[src/core/adcrts_defs.vh]
// Constants for the ADC result and time stamp register bank.
// Assumes inclusion by bare name from the design files.
`ifndef ADCRTS_DEFS_VH
`define ADCRTS_DEFS_VH
`define ADCRTS_REG_W 16
`define ADCRTS_TS_MSB 15
`define ADCRTS_TS_LSB 10
`define ADCRTS_TS_W 6
`define ADCRTS_DATA_MSB 9
`define ADCRTS_DATA_LSB 0
`define ADCRTS_DATA_W 10
`define ADCRTS_TS_MAX 6'h3f
`define ADCRTS_TS_RST 6'h00
`define ADCRTS_DATA_RST 10'h000
`define ADCRTS_IDX_CH3 2'h0
`define ADCRTS_IDX_CH5 2'h1
`define ADCRTS_IDX_CH2 2'h2
`define ADCRTS_IDX_CH4 2'h3
`define ADCRTS_LSB_UV 3519
`endif

[src/core/adcrts_bank.v]
// Bank of four read-only ADC result registers with a shared PWM edge time stamp.
// Assumes all inputs are synchronous to clk_sys; the serial port supplies a
// register index and read strobe and the converter supplies valid strobes.
`include "adcrts_defs.vh"
`default_nettype none
// Operation
// - Each register is 16 bits: stamp in bits 15..10, code in bits 9..0.
// - Shared stamp counter advances on every rising and falling PWM pin edge.
// - A stamp is captured only on a valid conversion of its own channel.
// - The counter wraps from its maximum to zero on the next edge.
// - The code field holds the newest conversion result of its channel.
// - First register carries analog input three.
// - Second register carries analog input five.
// - Third register carries analog input two.
// - Fourth register carries analog input four.
module adcrts_bank (
  input wire clk_sys, // System clock, 125 MHz.
  input wire srst, // Synchronous reset, active high.
  input wire pwm_input_pin, // PWM input level, synchronous to clk_sys.
  input wire [`ADCRTS_DATA_W-1:0] adcCode, // Code from the converter.
  input wire validThree, // Valid conversion of analog_in_three.
  input wire validFive, // Valid conversion of analog_in_five.
  input wire validTwo, // Valid conversion of analog_in_two.
  input wire validFour, // Valid conversion of analog_in_four.
  input wire [1:0] regIndex, // Register index from the serial port.
  input wire regRead, // Read strobe from the serial port.
  input wire regWrite, // Write strobe, ignored by this bank.
  input wire [`ADCRTS_REG_W-1:0] regWdata, // Write data, ignored.
  output reg [`ADCRTS_REG_W-1:0] regRdata, // Read data, registered.
  output reg regRvalid, // Read data valid, one cycle after each read strobe.
  output wire [`ADCRTS_TS_W-1:0] stampCount // Current stamp counter value.
);
  reg pinLast;
  reg [`ADCRTS_TS_W-1:0] stamp;
  wire pinEdge;
  wire [`ADCRTS_REG_W-1:0] code_input_three;
  wire [`ADCRTS_REG_W-1:0] code_input_five;
  wire [`ADCRTS_REG_W-1:0] code_input_two;
  wire [`ADCRTS_REG_W-1:0] code_input_four;
  reg [`ADCRTS_REG_W-1:0] selWord;

  // Any change of the pin level is an edge.
  assign pinEdge = pinLast ^ pwm_input_pin;
  assign stampCount = stamp;

  // Edge counter; reset clears the pin history to low, then it tracks the pin.
  always @(posedge clk_sys) begin
    if (srst) begin
      pinLast <= 1'h0;
      stamp <= `ADCRTS_TS_RST;
    end else begin
      pinLast <= pwm_input_pin;
      if (pinEdge) begin
        if (stamp == `ADCRTS_TS_MAX)
          stamp <= `ADCRTS_TS_RST;
        else
          stamp <= stamp + 6'h01;
      end
    end
  end

  // Channel to register assignment.
  adcrts_slot slotThree (
    .clk_sys(clk_sys), .srst(srst), .capture(validThree),
    .stampNow(stamp), .codeIn(adcCode), .value(code_input_three)
  );
  adcrts_slot slotFive (
    .clk_sys(clk_sys), .srst(srst), .capture(validFive),
    .stampNow(stamp), .codeIn(adcCode), .value(code_input_five)
  );
  adcrts_slot slotTwo (
    .clk_sys(clk_sys), .srst(srst), .capture(validTwo),
    .stampNow(stamp), .codeIn(adcCode), .value(code_input_two)
  );
  adcrts_slot slotFour (
    .clk_sys(clk_sys), .srst(srst), .capture(validFour),
    .stampNow(stamp), .codeIn(adcCode), .value(code_input_four)
  );

  // Read multiplexer by register index.
  always @* begin
    case (regIndex)
      `ADCRTS_IDX_CH3: selWord = code_input_three;
      `ADCRTS_IDX_CH5: selWord = code_input_five;
      `ADCRTS_IDX_CH2: selWord = code_input_two;
      `ADCRTS_IDX_CH4: selWord = code_input_four;
      default: selWord = 16'h0000;
    endcase
  end

  // Read port; writes are not decoded so no write can change a field.
  always @(posedge clk_sys) begin
    if (srst) begin
      regRdata <= 16'h0000;
      regRvalid <= 1'h0;
    end else begin
      regRvalid <= regRead;
      if (regRead)
        regRdata <= selWord;
    end
  end
endmodule
`default_nettype wire

[src/core/adcrts_slot.v]
// One result register: a time stamp field and a conversion data field.
// Assumes the capture strobe is a one-cycle pulse synchronous to clk_sys.
`include "adcrts_defs.vh"
`default_nettype none
module adcrts_slot (
  input wire clk_sys, // System clock.
  input wire srst, // Synchronous reset, active high.
  input wire capture, // Valid conversion of this channel completed.
  input wire [`ADCRTS_TS_W-1:0] stampNow, // Current time stamp count.
  input wire [`ADCRTS_DATA_W-1:0] codeIn, // New conversion code.
  output wire [`ADCRTS_REG_W-1:0] value // Register contents.
);
  reg [`ADCRTS_TS_W-1:0] stamp;
  reg [`ADCRTS_DATA_W-1:0] code;

  // Both fields load together on a valid conversion and otherwise hold.
  always @(posedge clk_sys) begin
    if (srst) begin
      stamp <= `ADCRTS_TS_RST;
      code <= `ADCRTS_DATA_RST;
    end else if (capture) begin
      stamp <= stampNow;
      code <= codeIn;
    end
  end

  // Field placement within the 16-bit word.
  assign value = {stamp, code};
endmodule
`default_nettype wire

[config.mk]
export PLATFORM = sky130hd
export DESIGN_NAME = adcrts_bank
export DESIGN_NICKNAME = d
export VERILOG_FILES = /design/src/core/adcrts_bank.v /design/src/core/adcrts_slot.v
export VERILOG_INCLUDE_DIRS = /design/src /design/src/core
export SDC_FILE = /design/constraint.sdc
export NUM_CORES = 1
export LEC_CHECK = 0
export CAP_MARGIN = 20
export CORE_MARGIN = 3
export CORE_UTILIZATION = 30
export CTS_BUF_LIST = sky130_fd_sc_hd__clkbuf_4 sky130_fd_sc_hd__clkbuf_8
export DETAILED_ROUTE_END_ITERATION = 7
export DONT_BUFFER_PORTS = 1
export PLACE_DENSITY = 0.48
export SYNTH_ARGS = -nofsm -noshare
export SYNTH_HDL_FRONTEND = slang
export SYNTH_SLANG_ARGS = --single-unit
[constraint.sdc]
create_clock -name clk_sys -period 1.85 [get_ports clk_sys]
set_clock_uncertainty 0.1 [all_clocks]
set_input_delay 0.37 -clock clk_sys [delete_from_list [all_inputs] [get_ports clk_sys]]
set_output_delay 0.37 -clock clk_sys [all_outputs]
set_load 0.005 [all_outputs]
# == Word level (Yosys, flattened, before mapping) ==
# Index checks and enable logic that the tools add are counted.
# W data, S select, Z words.
# op_classes
n_reduce_logical,1
eq_ne,4
n_mux,2
n_addsub,1
bitwise,1
# op_table
op,count
$pmux W16 S4,1
$add A6 B1 Y6 const B,1
$eq A6 B6 Y1 const B,1
$mux W6,1
$eq A2 B2 Y1 const B,2
$eq A2 B1 Y1 const B,1
$logic_not A2 Y1,1
$xor A1 B1 Y1,1
# totals
word_cells,21
inputBits,37
register_bits,88

# == Longest topological paths before layout ==
# logic_depth
ltp_word,2
mapped_depth,5
depth_no_buf,4

# == Modules after synthesis ==
# Synthesis repeated with hierarchy kept, for this count alone.
# hier_totals
cells_unflattened,322
area_unflattened_um2,3637.2
# modules_own_cells
mod,cells_each,area_per_inst_um2,instances
adcrts_slot,52,580.6,4
adcrts_bank,114,1315.0,1

# == Worst setup path after synthesis ==
# Ideal clock, no wire load.
# synth_path
kind,input -> register
from,in regIndex[1]
to,reg regRdata[10]
cell_stages,5
t_arrival_ns,1.276
setup_time_ns,0.128
path_buffers,2
required_ns,1.622
path_slack_ns,0.347
path_cell_list,buf_6 > buf_12 > mux4_2 > mux2i_1 > nor2_1
# synth_via
elab_chain_cells,2
elab_cells_between_ends,5
classes_between,eq/ne (3); mux (1); reduce/logical (1)
# synth_lines
item,line_no,text
"start, declared",adcrts_bank.v:25,"input wire [1:0] regIndex,"
"$eq A2 B2 Y1, or another cell as far along",adcrts_bank.v:82,case (regIndex)
$pmux W16 S4 (*),adcrts_bank.v:82,
"end signal, assigned",adcrts_bank.v:99,regRdata <= selWord;
"end, declared",adcrts_bank.v:29,"output reg [`ADCRTS_REG_W-1:0] regRdata,"
# Every way passes the cells marked *; elsewhere a longest branch is shown, timed or not.
# A chain may end at the register's enable or synchronous reset.

# == Final worst setup path ==
# layout_path
from,reg slotTwo.code[0]
to,reg regRdata[0]
# layout_via
elab_chain_cells,1
# layout_lines
item,line_no,text
"start, declared",adcrts_slot.v:14,reg [`ADCRTS_DATA_W-1:0] code;
"start signal, assigned",adcrts_slot.v:20,code <= `ADCRTS_DATA_RST;
"start signal, assigned",adcrts_slot.v:23,code <= codeIn;
$pmux W16 S4,adcrts_bank.v:82,
# No other way between the ends.

==> impl_metrics.json <==
{
  "post-dp-hpwl_um": 4536,
  "post-synth-top-area-cell": "dfxtp_1",
  "die_height_um": 115.4,
  "worstSetupPathType": "register to register",
  "final_antenna_net_count": 0,
  "syn-mean-instance-area_sq_um": 11.16,
  "crit_path_top_delay_cell": "dlygate4sd3_1",
  "place_area_sq_um": 3654,
  "run_status": "finished clean",
  "power.share.sequential": 0.560,
  "power.net_switching_mw": 0.8357,
  "cts_max_path_buffers": 2,
  "crit_path_cell_trace": "mux4_1 -> mux2i_1 -> nor2_1 -> dlygate4sd3_1",
  "io_buffers": 0,
  "wl_per_cell_um": 16.21,
  "cts_buffers": 9,
  "first_global_vias": 2395,
  "antenna-diode-count": 0,
  "critPathLaunchType": "register",
  "floorplan.initialDensity": 0.3107,
  "grt_antenna_before_repair": 0,
  "worstHoldStart": "regRead",
  "p_r_area_growth_vs_syn_pct": 13.37,
  "worstRegToRegCells": 4,
  "timing.setup.tns_ns": 0,
  "holdWs_ns": 0.04878,
  "final-hold-violation-count": 0,
  "layout_min_cycle_time_ns": 1.753,
  "cp.arrival_ns": 1.91,
  "detailedRoute.firstIterationViolations": 85,
  "postLayoutCoreUtil": 0.3523,
  "finalWeightedCongestion": 0.6518,
  "critPathRequiredTime_ns": 2.01,
  "relSlewSlack": 0.7401,
  "setup.worst_path.end_class": "register",
  "n_fill_cell": 1153,
  "yosys_most_used_dff": "dfxtp_1",
  "cp_max_stage_delay_ns": 0.54,
  "numClockSinks": 88,
  "p_clk_frac": 0.366,
  "dr.pass1.iters": 4,
  "power.static_leakage_nw": 1.781,
  "level_count_of_the_clock_h_tree": 3,
  "timing.hold.worst_path_depth": 1,
  "vias_per_cell": 4.747,
  "design_power_total_mw": 3.605,
  "routed_wirelength_um": 7765,
  "timing_worst_slew_pin_value_ns": 0.3893,
  "min-delay-path-class": "primary input to register",
  "netlist_instances": 322,
  "num_io_pins": 60,
  "sum_of_overflow_across_all_layers_after_global_routing": 0,
  "pin_count_of_the_biggest_net_entering_global_routing": 66,
  "grt_first_pass_wirelength_um": 12860,
  "postSynth.asyncResetShare": 0,
  "p_int_mw": 2.769,
  "critical_path.top_delay_family": "multiplexers",
  "grt_usage": 0.1267,
  "ir_drop_mv": 0.3208,
  "core_sq_um": 11560,
  "commonest_cells_post_synth": "88 x dfxtp_1, 82 x nor2_1, 80 x mux2i_1",
  "rsz_0062_raised_after_global_routing": "no",
  "clock_latency_ns": 0.37,
  "cts.reportedPaths.clkPinSlew_ns": 0.09,
  "timing.final.crit_share": 0.9474,
  "timing.rr.start": "slotTwo.code[0]$_SDFFE_PP0P_",
  "drc_errors": 0,
  "worst-path-stages": 4,
  "max_freq_mhz": 570.6,
  "ctsRootBufferMaster": "clkbuf_8",
  "cts_tree": "done",
  "timing.critical_path.from": "slotTwo.code[0]$_SDFFE_PP0P_",
  "rows": 39,
  "critical_path_buf_inv_count": 1,
  "die_area_sq_um": 13330,
  "finalInstanceArea_sq_um": 4074,
  "power.combinational.fraction": 0.075,
  "report.final.slew_viol_count": 0,
  "design.final.nets": 369,
  "crit_path_max_fanout": 2,
  "post_synth_instance_area_sq_um": 3593,
  "route.vias.total": 2274,
  "yosys.cell_count.top_type": "dfxtp_1",
  "ys_seq_elements": 88,
  "power_switching_share": 0.2318,
  "maxCapViolations": 0,
  "ys_types": 30,
  "report.final.setup_viol": 0,
  "synth-edff-count": 0,
  "chipWidth_um": 115.4,
  "drive_gt1_frac": 0.09226,
  "yosysWarnings": 0,
  "power_density_nw_per_um2": 884.8,
  "yosys-top-cells-area": "dfxtp_1 49%, mux2i_1 22%, nor2_1 8.6%, mux4_2 5.6%, mux4_1 5.1%",
  "synth.net_count": 360,
  "synth_top_area_share": 0.4903,
  "post-cts-setup-buffer-count": 0,
  "seq_area_frac_synth": 0.4903
}
[stage by stage]
step	setup slack, ns	instances
finish	0.09739	479
global route	0.02824	479
CTS	0.1019	479
detailed placement	0.4494	442
global placement	0.4545	442
floorplan	0.3466	322
[power by group through the flow]
| stage | Clock, mW | Combinational (mW) | Sequential (mW) |
|---|---|---|---|
| 2_1_floorplan | 0 | 0.267 | 2.05 |
| 3_3_place_gp | 0 | 0.212 | 2.06 |
| 3_5_place_dp | 0 | 0.218 | 2.06 |
| 4_1_cts | 1.38 | 0.272 | 2.02 |
| 5_1_grt | 1.46 | 0.300 | 2.03 |
| 6_report | 1.32 | 0.269 | 2.02 |
[sequential cells by signal (all words and copies together) (netlist names)]
signal           flops
slotFive.stamp       6
slotFive.code       10
slotFour.code       10
slotThree.stamp      6
regRvalid            1
slotThree.code      10
regRdata            16
slotTwo.stamp        6
slotTwo.code        10
stampCount           6
slotFour.stamp       6
pinLast              1
[kinds of logic (layout without fill, tap and decap cells)]
group	Yosys count	in the layout	synth area share
AO/OA/AOI/OAI	11	11	0.01985
XOR/XNOR	2	2	0.004876
adder cells (fa/ha/maj)	1	1	0.003481
buffers and inverters	27	41	0.04039
flip-flops	88	88	0.4903
multiplexers	96	96	0.3304
AND/OR/NAND/NOR	97	97	0.1107
[cell usage in the layout (no fill, tap or decap), types with 2 or more instances in the layout]
| cell type | n |
|---|---|
| dlygate4sd3_1 | 20 |
| buf_4 | 3 |
| nand3_1 | 2 |
| clkinvlp_4 | 2 |
| nand2_1 | 2 |
| a21oi_1 | 4 |
| and2_1 | 2 |
| or3_1 | 3 |
| clkinv_2 | 2 |
| nor2b_1 | 2 |
| clkbuf_8 | 9 |
| mux2i_1 | 80 |
| clkinv_4 | 2 |
| nor2_1 | 82 |
| o21ai_0 | 3 |
| mux4_1 | 6 |
| dfxtp_1 | 88 |
| mux4_2 | 10 |
[area by class of cell]
class | count | area, sq um | share of cell area
Sequential cell | 88 | 1762 | 0.4324
Multi-Input combinational cell | 207 | 1683 | 0.4131
Timing Repair Buffer | 24 | 250.2 | 0.06143
Tap cell | 143 | 178.9 | 0.04392
Clock buffer | 9 | 123.9 | 0.03041
Clock inverter | 7 | 72.57 | 0.01781
Inverter | 1 | 3.754 | 0.0009214
[per-layer routing]
layer | part of all wire | vias to the layer above | GRT usage | routed length [um]
met3 | 0.056 | 9 | 0.04909 | 436
met2 | 0.46 | 38 | 0.2064 | 3560
met1 | 0.47 | 1093 | 0.1527 | 3633
met5 | 0 | - | 0 | 0
met4 | 0.017 | 0 | 0.04538 | 134
li1 | - | 1134 | - | -
[worst paths after layout]
path	endpoint	slack [ns]
setup / recovery	regRdata[0]$_SDFFE_PP0P_	0.1
setup reg to reg	regRdata[0]$_SDFFE_PP0P_	0.1
hold reg to reg	slotTwo.code[3]$_SDFFE_PP0P_	0.39
hold / removal	regRvalid$_SDFF_PP0_	0.05
[timing repair]
item / CTS / global route
hold endpoints to repair: 85 / 0
hold buffers: 21 / 0
gates resized for setup: 0 / 1
setup endpoints to repair: 0 / 1
Power figures use the tool's default switching activity.
